[src/card_socket_pkg.sv]
// Function
// - Second battery detect low, first high means weak battery, replace it.
// - First battery detect low means battery dead and card data lost.
// - Card audio on battery detect 2 used only in I/O interface mode.
// - Audio inputs of both slots are combined onto one output.
// - Both card detect lines low means a card is present.
// - Even byte enable selects even bytes, odd byte enable odd bytes.
// - I/O read strobe asserted during host I/O read cycles.
// - I/O write strobe driven low during host I/O write cycles.
// - I/O write strobe acts as DMA read strobe, memory to card.
// - Output enable driven low during host memory read cycles.
// - Output enable signals terminal count during DMA write to card.
// - Attribute select acts as DMA acknowledge during DMA operations.
package card_socket_pkg;
  // ****************************************
  // Slots and synchroniser
  // ****************************************
  localparam int NUM_SLOTS = 2;
  localparam int SYNC_STAGES = 3;
  localparam logic SYNC_RESET_VAL = 1'b1;
  localparam logic STROBE_IDLE = 1'b1;

  // ****************************************
  // Cycle and battery encodings
  // ****************************************
  typedef enum logic [2:0] {
    CYC_IDLE,
    CYC_MEM_READ,
    CYC_MEM_WRITE,
    CYC_IO_READ,
    CYC_IO_WRITE,
    CYC_DMA_TO_CARD,
    CYC_DMA_FROM_CARD
  } cycle_kind_t;

  typedef enum logic [1:0] {
    BATT_GOOD,
    BATT_WEAK,
    BATT_DEAD
  } batt_state_t;
endpackage : card_socket_pkg

[src/in_sync.sv]
`timescale 1ns/1ps
module in_sync
  import card_socket_pkg::*;
(
  input wire logic sys_clk_in,
  input wire logic rst_in,
  input wire logic async_in,
  output logic level_out
);
  logic [SYNC_STAGES-1:0] stage_r;
  logic [SYNC_STAGES-1:0] stage_nxt;
  logic lvl_r;
  logic lvl_nxt;

  // ****************************************
  // Three stages, change counts once two agree
  // ****************************************
  always_comb begin
    stage_nxt = {stage_r[SYNC_STAGES-2:0], async_in};
    lvl_nxt = lvl_r;
    // Last two must agree, so one-sample glitches never reach the level
    if (stage_r[SYNC_STAGES-2] == stage_r[SYNC_STAGES-1]) begin
      lvl_nxt = stage_r[SYNC_STAGES-1];
    end
  end

  always_ff @(posedge sys_clk_in) begin
    if (rst_in) begin
      stage_r <= {SYNC_STAGES{SYNC_RESET_VAL}};
      lvl_r <= SYNC_RESET_VAL;
    end else begin
      stage_r <= stage_nxt;
      lvl_r <= lvl_nxt;
    end
  end

  assign level_out = lvl_r;
endmodule : in_sync

[src/card_socket_ctrl.sv]
`timescale 1ns/1ps
module card_socket_ctrl
  import card_socket_pkg::*;
(
  input wire logic sys_clk_in,
  input wire logic rst_in,
  // Host side, per slot
  input wire cycle_kind_t cycle_kind_in [NUM_SLOTS],
  input wire logic byte_addr0_in [NUM_SLOTS],
  input wire logic wide_access_in [NUM_SLOTS],
  input wire logic dma_last_in [NUM_SLOTS],
  input wire logic io_mode_in [NUM_SLOTS],
  input wire logic dma_mode_in [NUM_SLOTS],
  // Card pins, per slot
  input wire logic battery_detect_1_in [NUM_SLOTS],
  input wire logic battery_detect_2_in [NUM_SLOTS],
  input wire logic card_present_1_n_in [NUM_SLOTS],
  input wire logic card_present_2_n_in [NUM_SLOTS],
  input wire logic input_acknowledge_n_in [NUM_SLOTS],
  output logic even_byte_enable_n_out [NUM_SLOTS],
  output logic odd_byte_enable_n_out [NUM_SLOTS],
  output logic io_read_strobe_n_out [NUM_SLOTS],
  output logic io_write_strobe_n_out [NUM_SLOTS],
  output logic output_enable_n_out [NUM_SLOTS],
  output logic attr_select_n_out [NUM_SLOTS],
  // Status to host, per slot, plus the combined audio of both slots
  output logic card_inserted_out [NUM_SLOTS],
  output batt_state_t batt_state_out [NUM_SLOTS],
  output logic card_status_change_out [NUM_SLOTS],
  output logic ring_indicate_out [NUM_SLOTS],
  output logic io_read_ack_out [NUM_SLOTS],
  output logic dma_request_out [NUM_SLOTS],
  output logic combined_audio_out
);
  logic batt1_sync [NUM_SLOTS];
  logic batt2_sync [NUM_SLOTS];
  logic detect1_sync [NUM_SLOTS];
  logic detect2_sync [NUM_SLOTS];
  logic ack_sync [NUM_SLOTS];

  logic ce_even_r [NUM_SLOTS];
  logic ce_odd_r [NUM_SLOTS];
  logic rd_strobe_r [NUM_SLOTS];
  logic wr_strobe_r [NUM_SLOTS];
  logic oe_r [NUM_SLOTS];
  logic reg_r [NUM_SLOTS];
  logic ce_even_nxt [NUM_SLOTS];
  logic ce_odd_nxt [NUM_SLOTS];
  logic rd_strobe_nxt [NUM_SLOTS];
  logic wr_strobe_nxt [NUM_SLOTS];
  logic oe_nxt [NUM_SLOTS];
  logic reg_nxt [NUM_SLOTS];

  logic present_r [NUM_SLOTS];
  batt_state_t batt_r [NUM_SLOTS];
  logic status_chg_r [NUM_SLOTS];
  logic ring_r [NUM_SLOTS];
  logic ack_r [NUM_SLOTS];
  logic dreq_r [NUM_SLOTS];
  logic present_nxt [NUM_SLOTS];
  batt_state_t batt_nxt [NUM_SLOTS];
  logic status_chg_nxt [NUM_SLOTS];
  logic ring_nxt [NUM_SLOTS];
  logic ack_nxt [NUM_SLOTS];
  logic dreq_nxt [NUM_SLOTS];

  logic audio_r;
  logic audio_nxt;

  // ****************************************
  // Input synchronisers
  // ****************************************
  genvar g;
  generate
    for (g = 0; g < NUM_SLOTS; g++) begin : g_sync
      in_sync u_batt1 (.sys_clk_in(sys_clk_in), .rst_in(rst_in),
        .async_in(battery_detect_1_in[g]), .level_out(batt1_sync[g]));
      in_sync u_batt2 (.sys_clk_in(sys_clk_in), .rst_in(rst_in),
        .async_in(battery_detect_2_in[g]), .level_out(batt2_sync[g]));
      in_sync u_detect1 (.sys_clk_in(sys_clk_in), .rst_in(rst_in),
        .async_in(card_present_1_n_in[g]), .level_out(detect1_sync[g]));
      in_sync u_detect2 (.sys_clk_in(sys_clk_in), .rst_in(rst_in),
        .async_in(card_present_2_n_in[g]), .level_out(detect2_sync[g]));
      in_sync u_ack (.sys_clk_in(sys_clk_in), .rst_in(rst_in),
        .async_in(input_acknowledge_n_in[g]), .level_out(ack_sync[g]));
    end
  endgenerate

  // ****************************************
  // Card strobes
  // ****************************************
  always_comb begin
    for (int i = 0; i < NUM_SLOTS; i++) begin
      ce_even_nxt[i] = STROBE_IDLE;
      ce_odd_nxt[i] = STROBE_IDLE;
      rd_strobe_nxt[i] = STROBE_IDLE;
      wr_strobe_nxt[i] = STROBE_IDLE;
      oe_nxt[i] = STROBE_IDLE;
      reg_nxt[i] = STROBE_IDLE;
      // Strobes only toward an inserted card
      if (present_r[i] && cycle_kind_in[i] != CYC_IDLE) begin
        // Wide access enables both lanes
        ce_even_nxt[i] = !(wide_access_in[i] || !byte_addr0_in[i]);
        ce_odd_nxt[i] = !(wide_access_in[i] || byte_addr0_in[i]);
        case (cycle_kind_in[i])
          CYC_MEM_READ: begin
            oe_nxt[i] = 1'b0;
          end
          CYC_IO_READ: begin
            rd_strobe_nxt[i] = 1'b0;
          end
          CYC_IO_WRITE: begin
            wr_strobe_nxt[i] = 1'b0;
          end
          CYC_DMA_TO_CARD: begin
            wr_strobe_nxt[i] = 1'b0;
            reg_nxt[i] = 1'b0;
            oe_nxt[i] = !dma_last_in[i];
          end
          CYC_DMA_FROM_CARD: begin
            rd_strobe_nxt[i] = 1'b0;
            reg_nxt[i] = 1'b0;
          end
          default: begin
          end
        endcase
      end
    end
  end

  always_ff @(posedge sys_clk_in) begin
    for (int i = 0; i < NUM_SLOTS; i++) begin
      if (rst_in) begin
        ce_even_r[i] <= STROBE_IDLE;
        ce_odd_r[i] <= STROBE_IDLE;
        rd_strobe_r[i] <= STROBE_IDLE;
        wr_strobe_r[i] <= STROBE_IDLE;
        oe_r[i] <= STROBE_IDLE;
        reg_r[i] <= STROBE_IDLE;
      end else begin
        ce_even_r[i] <= ce_even_nxt[i];
        ce_odd_r[i] <= ce_odd_nxt[i];
        rd_strobe_r[i] <= rd_strobe_nxt[i];
        wr_strobe_r[i] <= wr_strobe_nxt[i];
        oe_r[i] <= oe_nxt[i];
        reg_r[i] <= reg_nxt[i];
      end
    end
  end

  // ****************************************
  // Card status decode
  // ****************************************
  always_comb begin
    audio_nxt = 1'b0;
    for (int i = 0; i < NUM_SLOTS; i++) begin
      present_nxt[i] = !detect1_sync[i] && !detect2_sync[i];
      batt_nxt[i] = BATT_GOOD;
      status_chg_nxt[i] = 1'b0;
      ring_nxt[i] = 1'b0;
      dreq_nxt[i] = 1'b0;
      ack_nxt[i] = 1'b0;
      if (present_nxt[i]) begin
        if (io_mode_in[i]) begin
          // Pin 1 carries status change or ring, active low
          status_chg_nxt[i] = !batt1_sync[i];
          ring_nxt[i] = !batt1_sync[i];
          if (dma_mode_in[i]) begin
            // Audio unavailable while pin 2 is the DMA request
            dreq_nxt[i] = !batt2_sync[i] || !ack_sync[i];
          end else begin
            audio_nxt = audio_nxt ^ batt2_sync[i];
            ack_nxt[i] = !ack_sync[i];
          end
        end else if (!batt1_sync[i]) begin
          batt_nxt[i] = BATT_DEAD;
        end else if (!batt2_sync[i]) begin
          batt_nxt[i] = BATT_WEAK;
        end
      end
    end
  end

  always_ff @(posedge sys_clk_in) begin
    if (rst_in) begin
      audio_r <= 1'b0;
    end else begin
      audio_r <= audio_nxt;
    end
    for (int i = 0; i < NUM_SLOTS; i++) begin
      if (rst_in) begin
        present_r[i] <= 1'b0;
        batt_r[i] <= BATT_GOOD;
        status_chg_r[i] <= 1'b0;
        ring_r[i] <= 1'b0;
        ack_r[i] <= 1'b0;
        dreq_r[i] <= 1'b0;
      end else begin
        present_r[i] <= present_nxt[i];
        batt_r[i] <= batt_nxt[i];
        status_chg_r[i] <= status_chg_nxt[i];
        ring_r[i] <= ring_nxt[i];
        ack_r[i] <= ack_nxt[i];
        dreq_r[i] <= dreq_nxt[i];
      end
    end
  end

  // ****************************************
  // Outputs
  // ****************************************
  assign even_byte_enable_n_out = ce_even_r;
  assign odd_byte_enable_n_out = ce_odd_r;
  assign io_read_strobe_n_out = rd_strobe_r;
  assign io_write_strobe_n_out = wr_strobe_r;
  assign output_enable_n_out = oe_r;
  assign attr_select_n_out = reg_r;
  assign card_inserted_out = present_r;
  assign batt_state_out = batt_r;
  assign card_status_change_out = status_chg_r;
  assign ring_indicate_out = ring_r;
  assign io_read_ack_out = ack_r;
  assign dma_request_out = dreq_r;
  assign combined_audio_out = audio_r;
endmodule : card_socket_ctrl

[config.mk]
export PLATFORM = sky130hd
export DESIGN_NAME = card_socket_ctrl
export DESIGN_NICKNAME = d
export VERILOG_FILES = /design/src/card_socket_pkg.sv /design/src/in_sync.sv /design/src/card_socket_ctrl.sv
export SDC_FILE = /design/constraint.sdc
export NUM_CORES = 1
export LEC_CHECK = 0
export BUFFER_PORTS_ARGS = -buffer_cell sky130_fd_sc_hd__buf_2
export CAP_MARGIN = 20
export CORE_MARGIN = 4
export CORE_UTILIZATION = 54
export CTS_BUF_LIST = sky130_fd_sc_hd__clkbuf_16
export CTS_CLUSTER_DIAMETER = 120
export DETAILED_ROUTE_END_ITERATION = 10
export GPL_ROUTABILITY_DRIVEN = 0
export HOLD_SLACK_MARGIN = 0.05
export PLACE_DENSITY = 0.82
export SLEW_MARGIN = 10
export SYNTH_ARGS = -nofsm -noshare
export SYNTH_HDL_FRONTEND = slang
export SYNTH_SLANG_ARGS = --single-unit
[constraint.sdc]
create_clock -name sys_clk_in -period 1.6 [get_ports sys_clk_in]
set_input_delay 0.16 -clock sys_clk_in [delete_from_list [all_inputs] [get_ports sys_clk_in]]
set_output_delay 0.16 -clock sys_clk_in [all_outputs]
set_load 0.01 [all_outputs]
**After elaboration in Yosys (flattened, before gate mapping)**

Index checks and enable logic that the tools add are counted.
Widths: inputs -> output; s select.

- Flip-flop bits (word level): 65
- Bits of input ports: 28
- Output and inout port bits: 27
- Word-level logic and storage cells: 142

- Eq/ne operators: 20
- Muxes and demuxes: 18
- Bitwise logic cells: 11
- Reductions and logical operators: 48

Operators with widths:

| operator | count |
|---|---|
| $reduce_or 4->1 | 6 |
| $eq 3x3->1 const B | 6 |
| $logic_not 1->1 | 18 |
| $reduce_or 2->1 | 8 |
| $mux 1 | 14 |
| $reduce_or 3->1 | 4 |
| $eq 1x1->1 | 10 |
| $not 1->1 | 10 |
| $eq 3x1->1 const B | 2 |
| $eq 3x2->1 const B | 2 |
| $logic_or 1x1->1 | 6 |
| $reduce_bool 3->1 | 2 |
| $logic_and 1x1->1 | 4 |
| $mux 2 | 2 |
| $pmux 1 s2 | 2 |
| $xor 1x1->1 | 1 |

**Logic depth before layout (Yosys ltp)**

Gate-level depths: netlist of run 1.

- Depth in word-level cells: 7
- Depth in mapped cells: 4
- Depth with buffers taken out: 4

**Hierarchy**

Synthesis of run 1 repeated with hierarchy kept, for this count alone.

- Cell total of the unflattened synthesis: 175
- Area total of the unflattened synthesis: 2001.9 um2

Modules (own cells, without submodules):

| module | instances | cells an instance | area each (um2) | seq. area each (um2) |
|---|---|---|---|---|
| in_sync | 10 | 10 | 115.1 | 80.1 |
| card_socket_ctrl | 1 | 75 | 850.8 | 500.5 |

**Worst setup path after synthesis of run 1**

No wires, ideal clock.

- Path type: register to register
- From: reg g_sync[1].u_detect2.lvl_r
- To: reg audio_r (netlist: combined_audio_out)
- Library setup time: 0.070 ns
- Arrival: 0.949 ns
- Data required time: 1.530 ns
- Path slack: 0.581 ns
- Stages on the path, launching flop included: 4
- Buffers on the path: 0
- Clock period less this slack: 1.019 ns
- Cells stage by stage: dfxtp_1 > and4bb_1 > a211o_1 > a21oi_1

- Word-level cells in the longest chain between the ends: 3

RTL lines:

| what | RTL line | RTL |
|---|---|---|
| start, declared | in_sync.sv:12 | `logic lvl_r;` |
| start signal, assigned | in_sync.sv:33 | `lvl_r <= lvl_nxt;` |
| $logic_not 1->1 | card_socket_ctrl.sv:157 | `present_nxt[i] = !detect1_sync[i] && !detect2_sync[i];` |
| $logic_and 1x1->1 | card_socket_ctrl.sv:157 |  |
| $mux 1 | card_socket_ctrl.sv:163 | `if (present_nxt[i]) begin` |
| end signal, assigned | card_socket_ctrl.sv:188 | `audio_r <= audio_nxt;` |
| end, declared | card_socket_ctrl.sv:67 | `logic audio_r;` |

Every way passes these cells.
A chain may end at the register's enable or synchronous reset.

**Worst setup path after layout of run 1**

- From: reg present_r (netlist bit card_inserted_out[1])
- To: reg ce_odd_r (netlist bit odd_byte_enable_n_out[1])

- Word-level cells in the longest chain between the ends: 3

RTL lines:

| what | RTL line | RTL |
|---|---|---|
| start, declared | card_socket_ctrl.sv:54 | `logic present_r [NUM_SLOTS];` |
| start signal, assigned by index | card_socket_ctrl.sv:199 | `present_r[i] <= present_nxt[i];` |
| $logic_and 1x1->1 | card_socket_ctrl.sv:101 | `if (present_r[i] && cycle_kind_in[i] != CYC_IDLE) begin` |
| $not 1->1 (no source line) | -- |  |
| $reduce_or 2->1 (no source line) | -- |  |
| end signal, assigned by index | card_socket_ctrl.sv:142 | `ce_odd_r[i] <= ce_odd_nxt[i];` |
| end, declared | card_socket_ctrl.sv:42 | `logic ce_odd_r [NUM_SLOTS];` |

Every way passes these cells.

==> results of run 1 <==
==> cells in the mapped netlist, types with 3 or more instances <==
master and instances:
a21oi_1 11, clkbuf_1 4, xor2_1 4, dfxtp_1 65
nand2_1 4, inv_1 3, nand3_1 5, or2_2 30
nand2b_1 3, o21ai_0 4, o21bai_1 10, nor3_1 3
nor2_1 15
==> sequential cells by signal (all words and copies together), names as in the netlist, 2 cells and up <==
signal and flops:
io_read_strobe_n_out 2, odd_byte_enable_n_out 2, dma_request_out 2, g_sync.u_batt1.stage_r 6, attr_select_n_out 2, g_sync.u_detect1.level_out 2, g_sync.u_ack.stage_r 6, g_sync.u_batt1.level_out 2
io_read_ack_out 2, g_sync.u_batt2.level_out 2, even_byte_enable_n_out 2, g_sync.u_detect1.stage_r 6, g_sync.u_batt2.stage_r 6, output_enable_n_out 2, g_sync.u_detect2.stage_r 6, g_sync.u_ack.level_out 2
g_sync.u_detect2.level_out 2, ring_indicate_out 2, io_write_strobe_n_out 2, batt_state_out 4, card_inserted_out 2
==> cells in the final DEF, fill, tap and decap left out, types with 2 or more instances in the layout <==
master	count
dfxtp_1	65
buf_2	54
or2_2	30
dlygate4sd3_1	19
nor2_1	15
a21oi_1	11
o21bai_1	10
clkbuf_16	9
nand3_1	5
inv_1	4
o21ai_0	4
xor2_1	4
nand2_1	4
clkinv_1	4
nand2b_1	3
nor3_1	3
and2b_1	2
or3_4	2
inv_2	2
nor4b_1	2
nor3_2	2
clkinv_2	2
==> kinds of logic after synthesis <==
| family | share of synthesized area [%] |
|---|---|
| simple gates | 21.8 |
| flops | 64.7 |
| compound gates | 9.33 |
| buf+inv | 2.43 |
| xor+xnor | 1.74 |
==> power groups by stage <==
stage | clock [µW] | combinational, µW | sequential [µW]
after floorplan | 0 | 49.2 | 1690
final | 1620 | 140 | 1670
after global placement | 0 | 99.4 | 1700
after global routing | 1740 | 156 | 1670
after detailed placement | 0 | 102 | 1700
after CTS | 1650 | 137 | 1670
==> per-stage QoR <==
stage | area, µm² | total power [µW] | worst slack, ps | cells | util (%)
6_report | 2760 | 3430 | 137 | 312 | 79.6
3_5_place_dp | 2320 | 1800 | 447 | 277 | 66.8
4_1_cts | 2760 | 3460 | 180 | 312 | 79.6
5_1_grt | 2760 | 3560 | 29.7 | 312 | 79.6
2_1_floorplan | 2010 | 1740 | 581 | 182 | -
3_3_place_gp | 2320 | 1800 | 468 | 277 | 66.8
==> how the worst max path moves through the flow <==
stage	startpoint	endpoint	slack, ps	cells past startpoint
finish	card_inserted_out[1]	odd_byte_enable_n_out[1]	140	4
global route	card_inserted_out[1]	odd_byte_enable_n_out[1]	30	4
CTS	card_inserted_out[1]	odd_byte_enable_n_out[1]	180	4
detailed placement	rst_in	dma_request_out[0]	450	5
global placement	rst_in	dma_request_out[0]	470	5
floorplan	g_sync[1].u_detect2.level_out	combined_audio_out	580	3
==> layer usage <==
layer  part of all wire [%]  wire [µm]  vias up  GRT usage [%]
met5                      0          0        -              0
met4                    2.5        102        0           13.7
met3                    6.8        279        8           5.09
met2                     49       2000       64           29.6
met1                     42       1720      675           22.1
li1                       -          -      767              -
==> layout make-up <==
cell class | instances | area [µm²]
sequential | 65 | 1300
timing repair buffer | 74 | 468
clock buffer | 9 | 225
tap | 46 | 57.6
inverter | 5 | 18.8
fill | 233 | 707
clock inverter | 7 | 28.8
multi-input combinational | 106 | 662
==> worst reg2reg max path, stage by stage (launching register included) <==
cell and delay [ps]:
dfxtp_1 320, and2b_1 220, o31a_1 170, o21ai_0 80, dlygate4sd3_1 550
==> metrics.md, run 1 <==
| Metric | Value |
|---|---|
| Status | completed |
| Routed via count | 1514 |
| Arrival @ worst endpoint | 1660 ps |
| Internal power | 2750 µW |
| Largest net degree at the start of global routing | 32 |
| Setup tns final | 0 ps |
| Post-CTS Setup Inserts | 0 |
| Initial Util | 58.0% |
| First-pass GRT wire length | 7000 µm |
| Clock Root Buffer | clkbuf_16 |
| Post-Syn Area | 2010 µm² |
| Hold buffers post-CTS | 19 |
| Sw power | 679 µW |
| Row cnt | 21 |
| GR Overflow Total | 0 |
| Power Dens Cells | 1240 nW/µm² |
| Crit path launch type | flop |
| Routed Antenna Nets | 0 |
| Worst Hold Path EP | io_write_strobe_n_out[0] |
| Asr flop ratio synth | 0% |
| # IOs | 55 |
| Tmin final | 1460 ps |
| EDFF count, synth | 0 |
| Worst Path Buf+Inv | 1 |
| Peak Freq | 683 MHz |
| # clock sinks | 65 |
| Family with the most delay on the worst path | buffers and inverters |
| WP data required | 1800 ps |
| Fin Clk Skew | 6.71 ps |
| H-tree Lvls | 3 |
| Tcrit/Tclk final | 91.4% |
| Post-CTS resize count | 0 |
| CTS Buf Count | 9 |
| Post-route DRC violation count | 0 |
| Final Max Tran Viols | 0 |
| Worst skew pair latency | 320 ps |
| Slew headroom | 71.2% |
| Clock Tree Buf Depth | 2 |
| Die Area | 4770 µm² |
| Final setup vio count | 0 |
| Post-synthesis sequential area ratio | 64.7% |
| Worst Tran Pin Value | 431 ps |
| Flop pwr share | 48.6% |
| Crit-path max FO | 5 |
| Hold path depth | 2 |
| Final HPWL DP | 2310 µm |
| Flop2flop setup slack | 140 ps |
| Worst-path clk slew | 50 ps |
| Total track usage | 18.9% |
| Largest stage delay, worst path | 550 ps |
| Clock network fraction of total power | 47.3% |
| Initial antenna violation count | 0 |
| Min-delay src | cycle_kind_in[2] |
| Type of the worst min-delay path | in2reg |
| Die Y-Extent | 69.0 µm |
| Pre-Repair DR Iteration Count | 4 |
| Starting DRT DRC Count | 62 |
| # Max-Cap Violations | 0 |
| Hold_ws | 70.0 ps |
| Post-DR wirelength/cell | 13.2 µm |
| Syn avg cell area | 11.1 µm² |
| Comb power frac | 4.1% |
| Core Area | 3470 µm² |
| Crit Path Class | reg2reg |
| Crit-path cells | and2b_1 > o31a_1 > o21ai_0 > dlygate4sd3_1 |
| Cell variety after synth | 28 |
| Share of the synthesized area in the top cell type | 64.7% |
| PortBufs | 54 |
| Slowest-stage cell, CP | dlygate4sd3_1 |
| Gate Count Post-Synth | 182 |
| Reg2reg start | card_inserted_out[1] |
| Leakage Power | 0.00119 µW |
| Antenna cells | 0 |
| Fraction of layout cells with a size suffix above 1 | 39.1% |
| Vias in the first global route | 1492 |
| Dominant cell type by area after synthesis | dfxtp_1 |
| Worst r2r path cells | 4 |
| Switch share | 19.8% |
| Worst flop-to-flop path endpoint | odd_byte_enable_n_out[1] |
| Main synth FF type | dfxtp_1 |
| Final #Nets | 289 |
| Chip Width | 69.0 µm |
| Synth Net Count | 210 |
| Detailed Route WL | 4110 µm |
| Final Hold Fails | 0 |
| Area Overhead vs Synth | 37.3% |
| Synth area leaders | dfxtp_1, or2_2, o21bai_1, nor2_1, a21oi_1 |
| TritonCTS clock tree | done |
| Crit. End Element | flop |
| Worst IR Drop VDD | 780 µV |
| Synthesized flop and latch total | 65 |
| RSZ-0062 raised after global routing | no |
| Vias/cell | 4.85 |
| Synthesis Warnings | 0 |
No activity file was read; power rests on OpenSTA's default activity.
==> run 2, diff against run 1 <==
--- a/config.mk
+++ b/config.mk
@@ -6,7 +6,7 @@
 export NUM_CORES = 1
 export LEC_CHECK = 0
 export BUFFER_PORTS_ARGS = -buffer_cell sky130_fd_sc_hd__buf_2
-export CAP_MARGIN = 20
+export CAP_MARGIN = 25
 export CORE_MARGIN = 4
 export CORE_UTILIZATION = 54
 export CTS_BUF_LIST = sky130_fd_sc_hd__clkbuf_16
@@ -14,7 +14,7 @@
 export DETAILED_ROUTE_END_ITERATION = 10
 export GPL_ROUTABILITY_DRIVEN = 0
 export HOLD_SLACK_MARGIN = 0.05
-export PLACE_DENSITY = 0.82
+export PLACE_DENSITY_LB_ADDON = 0.3
 export SLEW_MARGIN = 10
 export SYNTH_ARGS = -nofsm -noshare
 export SYNTH_HDL_FRONTEND = slang
==> metrics.md, run 2 (synthesis results as in run 1) <==
| Metric | Value |
|---|---|
| Die Area | 4770 µm² (unchanged) |
| Clock network fraction of total power | 47.4% (about the same) |
| Critical Path Source | card_inserted_out[1] |
| Final setup vio count | 0 (unchanged) |
| Worst-path clk slew | 50 ps (about the same) |
| Post-CTS resize count | 0 (unchanged) |
| CTS Buf Count | 9 (unchanged) |
| Setup tns final | 0 ps (unchanged) |
| Crit Path Class | reg2reg |
| Type of the worst min-delay path | in2reg |
| Crit. End Element | flop |
| Routed via count | 1506 (-0.53%) |
| Starting DRT DRC Count | 52 (-16%) |
| Sw power | 676 µW (-0.34%) |
| First-pass GRT wire length | 6220 µm (-11%) |
| Worst Tran Pin Value | 240 ps (-191 ps) |
| Die Y-Extent | 69.0 µm (unchanged) |
| Row cnt | 21 (unchanged) |
| Crit path launch type | flop |
| Routed Antenna Nets | 0 (unchanged) |
| Post-route DRC violation count | 0 (unchanged) |
| H-tree Lvls | 3 (unchanged) |
| Switch share | 19.8% (-0.037 points) |
| Initial antenna violation count | 0 (unchanged) |
| Tcrit/Tclk final | 88.7% (-2.7 points) |
| Arrival @ worst endpoint | 1630 ps (-30 ps) |
| Comb power frac | 3.9% (-0.2 points) |
| Detailed Route WL | 3760 µm (-8.4%) |
| RSZ-0062 raised after global routing | no |
| Chip Width | 69.0 µm (unchanged) |
| Hold buffers post-CTS | 16 (-3) |
| PortBufs | 54 (unchanged) |
| Leakage Power | 0.00119 µW (-0.54%) |
| Final HPWL DP | 2310 µm (about the same) |
| # clock sinks | 65 (unchanged) |
| Fin Clk Skew | 5.80 ps (-0.905 ps) |
| Post-DR wirelength/cell | 12.2 µm (-7.5%) |
| Reg2reg start | card_inserted_out[1] |
| # Max-Cap Violations | 0 (unchanged) |
| Worst flop-to-flop path endpoint | odd_byte_enable_n_out[1] |
| Tmin final | 1420 ps (-43.6 ps) |
| Status | completed |
| Total track usage | 16.9% (-2.0 points) |
| Most frequent cells in the layout | dfxtp_1, buf_2, or2_2, dlygate4sd3_1, nor2_1 |
| Final Max Tran Viols | 0 (unchanged) |
| Final Hold Fails | 0 (unchanged) |
| Post-CTS Setup Inserts | 0 (unchanged) |
| Fraction of layout cells with a size suffix above 1 | 39.9% (+0.83 points) |
| Vias in the first global route | 1400 (-6.2%) |
| Area Overhead vs Synth | 35.8% |
| Clock Root Buffer | clkbuf_16 |
| Vias/cell | 4.87 (+0.44%) |
| # fillers | 228 (-2.1%) |
| Crit-path max FO | 5 (unchanged) |
| Antenna cells | 0 (unchanged) |
| Clock Tree Buf Depth | 2 (unchanged) |
| Pre-Repair DR Iteration Count | 4 (unchanged) |
| Slew headroom | 83.8% (+13 points) |
| Hold_ws | 65.7 ps (-4.35 ps) |
| TritonCTS clock tree | done |
| Worst skew pair latency | 320 ps (about the same) |
| Commonest non-fill, non-tap cell in the layout | dfxtp_1 |
| Peak Freq | 704 MHz (+3.1%) |
| Power Dens Cells | 1250 nW/µm² (+0.89%) |
| Flop2flop setup slack | 180 ps (+40 ps) |
| Flop pwr share | 48.7% (about the same) |
| WP data required | 1810 ps (about the same) |
| Worst r2r path cells | 4 (unchanged) |
| Final #Nets | 286 (-1.0%) |
| Critical Path End | odd_byte_enable_n_out[1] |
| GR Overflow Total | 0 (unchanged) |
| Core Area | 3470 µm² (unchanged) |
| Largest net degree at the start of global routing | 35 (+9.4%) |
| Internal power | 2750 µW (-0.11%) |
| # IOs | 55 (unchanged) |
| Initial Util | 58.0% (unchanged) |
| Worst IR Drop VDD | 1120 µV (+44%) |
==> run 2: cell types whose count changed in the layout (fill, tap and decap cells not counted) <==
cell | previous run | this run
dlygate4sd3_1 | 19 | 16
inv_1 | 4 | 5
clkinv_2 | 2 | 3
clkinv_1 | 4 | 2
==> run 2: per-stage QoR <==
step / setup slack [ps] / power (µW) / utilization (%) / cell area (µm²) / cells
after floorplan: 581 / 1740 / - / 2010 / 182
after global placement: 552 / 1800 / 66.8 / 2320 / 277
after detailed placement: 483 / 1800 / 66.8 / 2320 / 277
after CTS: 183 / 3460 / 78.8 / 2730 / 309
after global routing: 81.2 / 3560 / 78.8 / 2730 / 309
final: 180 / 3420 / 78.8 / 2730 / 309
==> run 2: how the worst min path moves through the flow <==
stage	from	to	slack, ps	cells after the start
after floorplan	cycle_kind_in[2]	io_write_strobe_n_out[0]	220	1
after global placement	battery_detect_1_in[0]	g_sync[1].u_batt1.stage_r[0]	340	2
after detailed placement	card_present_2_n_in[1]	g_sync[0].u_detect2.stage_r[0]	340	2
after CTS	cycle_kind_in[5]	attr_select_n_out[1]	50	2
after global routing	cycle_kind_in[2]	io_write_strobe_n_out[0]	60	2
final	cycle_kind_in[5]	attr_select_n_out[1]	70	2
==> run 2: final cells by class <==
cell class / count / area (µm²) / share of cell area (%)
inverter: 5 / 18.8 / 0.687
tap: 46 / 57.6 / 2.11
clock buffer: 9 / 225 / 8.24
multi-input combinational: 106 / 662 / 24.2
timing repair buffer: 71 / 438 / 16.0
sequential: 65 / 1300 / 47.6
clock inverter: 7 / 30.0 / 1.10
==> run 2: power groups by stage <==
stage               Clock [µW]  Sequential, µW  Combinational [µW]
global route              1750            1670                 148
finish                    1620            1670                 134
CTS                       1660            1660                 131
floorplan                    0            1690                49.2
detailed placement           0            1700                 103
global placement             0            1700                99.1
==> run 2: critical path, cell delays in order, from the launching register on <==
cell and delay (ps):
dfxtp_1 310, and2b_1 210, o31a_1 170, o21ai_0 70, dlygate4sd3_1 550
==> run 2: metal layers <==
layer	wire [µm]	share of wire (%)	GRT usage, %	vias up
li1	-	-	-	754
met1	1520	40	17.5	681
met2	1860	49	27.8	64
met3	348	9.2	10.0	7
met4	44	1.2	6.72	0
met5	0	0	0	-
==> run 3, diff against run 2 <==
==> constraint.sdc (replaced) <==
create_clock -name sys_clk_in -period 1.7 [get_ports sys_clk_in]
set_input_delay 0.17 -clock sys_clk_in [delete_from_list [all_inputs] [get_ports sys_clk_in]]
set_output_delay 0.17 -clock sys_clk_in [all_outputs]
set_load 0.01 [all_outputs]
==> metrics.md, run 3 (synthesis results as in run 1) <==
| Metric | Value |
|---|---|
| H-tree Lvls | 3 (unchanged) |
| Crit path launch type | flop |
| Crit. End Element | flop |
| Worst-path clk slew | 50 ps (about the same) |
| Routed via count | 1471 (-2.3%) |
| PortBufs | 54 (unchanged) |
| Power Dens Cells | 1240 nW/µm² (-0.89%) |
| GR Overflow Total | 0 (unchanged) |
| Clock Tree Buf Depth | 2 (unchanged) |
| Commonest non-fill, non-tap cell in the layout | dfxtp_1 |
| Clock Root Buffer | clkbuf_16 |
| Final Hold Fails | 0 (unchanged) |
| Final setup vio count | 0 (unchanged) |
| RSZ-0062 raised after global routing | no |
| # fillers | 233 (+2.2%) |
| Largest net degree at the start of global routing | 47 (+34%) |
| Worst IR Drop VDD | 817 µV (-27%) |
| Detailed Route WL | 4000 µm (+6.3%) |
| Type of the worst min-delay path | in2reg |
| Final #Nets | 283 (-1.0%) |
| Status | completed |
| Initial Util | 58.0% (unchanged) |
| Die Y-Extent | 69.0 µm (unchanged) |
| Vias/cell | 4.81 (-1.4%) |
| Tcrit/Tclk final | 89.3% (+0.59 points) |
| Slew headroom | 60.7% (-23 points) |
| WP data required | 1900 ps (+90 ps) |
| Final Max Tran Viols | 0 (unchanged) |
| Row cnt | 21 (unchanged) |
| # clock sinks | 65 (unchanged) |
| Worst skew pair latency | 320 ps (about the same) |
| # Max-Cap Violations | 0 (unchanged) |
| First-pass GRT wire length | 7020 µm (+13%) |
| Pre-Repair DR Iteration Count | 4 (unchanged) |
| Crit Path Class | reg2reg |
| Final core occ | 78.7% (about the same) |
| # IOs | 55 (unchanged) |
| Worst Tran Pin Value | 590 ps (+350 ps) |
| Chip Width | 69.0 µm (unchanged) |
| Fraction of layout cells with a size suffix above 1 | 40.0% (+0.076 points) |
| Total track usage | 18.7% (+1.8 points) |
| Vias in the first global route | 1561 (+12%) |
| Final HPWL DP | 2220 µm (-3.8%) |
| Initial antenna violation count | 0 (unchanged) |
| TritonCTS clock tree | done |
| Leakage Power | 0.00119 µW (about the same) |
| Fin Clk Skew | 6.27 ps (+0.463 ps) |
| Routed Antenna Nets | 0 (unchanged) |
| Post-route DRC violation count | 0 (unchanged) |
| CTS Buf Count | 9 (unchanged) |
| Starting DRT DRC Count | 68 (+31%) |
| Arrival @ worst endpoint | 1720 ps (+90 ps) |
| Tmin final | 1520 ps (+98.7 ps) |
| Die Area | 4770 µm² (unchanged) |
| Post-CTS Setup Inserts | 0 (unchanged) |
| Core Area | 3470 µm² (unchanged) |
| Most frequent cells in the layout | dfxtp_1, buf_2, or2_2, nor2_1, dlygate4sd3_1 |
| Area Overhead vs Synth | 35.7% (about the same) |
| Post-DR wirelength/cell | 13.1 µm (+7.3%) |
| Peak Freq | 659 MHz (-6.5%) |
| Antenna cells | 0 (unchanged) |
| Crit-path max FO | 5 (unchanged) |
| Setup tns final | 0 ps (unchanged) |
-- run 3: cell type report --
cell class	count	area, µm²	share of cell area [%]
Tap cell	46	57.6	2.11
Sequential cell	65	1300	47.7
Clock inverter	7	55.1	2.02
Timing Repair Buffer	68	410	15.0
Inverter	5	18.8	0.687
Clock buffer	9	225	8.25
Multi-Input combinational cell	106	662	24.2
-- run 3: stage by stage --
step | cells | power [µW] | hold slack, ps | instance area [µm²] | setup slack, ps
2_1_floorplan | 182 | 1640 | 232 | 2010 | 681
3_3_place_gp | 276 | 1690 | 352 | 2310 | 463
3_5_place_dp | 276 | 1690 | 354 | 2310 | 406
4_1_cts | 306 | 3420 | 54.8 | 2730 | 253
5_1_grt | 306 | 3510 | 59.3 | 2730 | 82.3
6_report | 306 | 3390 | 66.9 | 2730 | 182
-- run 3: path summary, 6_finish.rpt --
kind              slack [ps]                              to  depth (start not counted)                      startpoint
hold / removal            70               batt_state_out[0]                          2                   io_mode_in[0]
setup / recovery         180        odd_byte_enable_n_out[1]                          4            card_inserted_out[1]
hold reg to reg          400  g_sync[0].u_detect1.stage_r[1]                          1  g_sync[0].u_detect1.stage_r[0]
setup reg to reg         180        odd_byte_enable_n_out[1]                          4            card_inserted_out[1]
-- run 3: repair_timing --
action                                 4_1_cts  5_1_grt
hold buffers                                14        0
setup endpoints to repair                    0        0
gates resized for setup                      0        0
endpoints found under the hold margin       13        0
-- run 3: critical path, stage by stage (launching register included) --
cell,delay (ps)
dfxtp_1,330
and2b_1,240
o31a_1,200
o21ai_0,70
dlygate4sd3_1,560
-- run 3: power breakdown --
part           switching (µW)  internal [µW]
sequential               11.2           1560
combinational            49.5           71.0
clock                     596           1110
total                     657           2730
-- run 3: metal layers --
metal | share of wire (%) | routed length, µm | global-route usage, % | vias up
li1 | - | - | - | 747
met1 | 41 | 1650 | 19.9 | 653
met2 | 48 | 1940 | 30.1 | 60
met3 | 7.8 | 313 | 8.14 | 11
met4 | 2.5 | 101 | 11.7 | 0
met5 | 0 | 0 | 0 | -
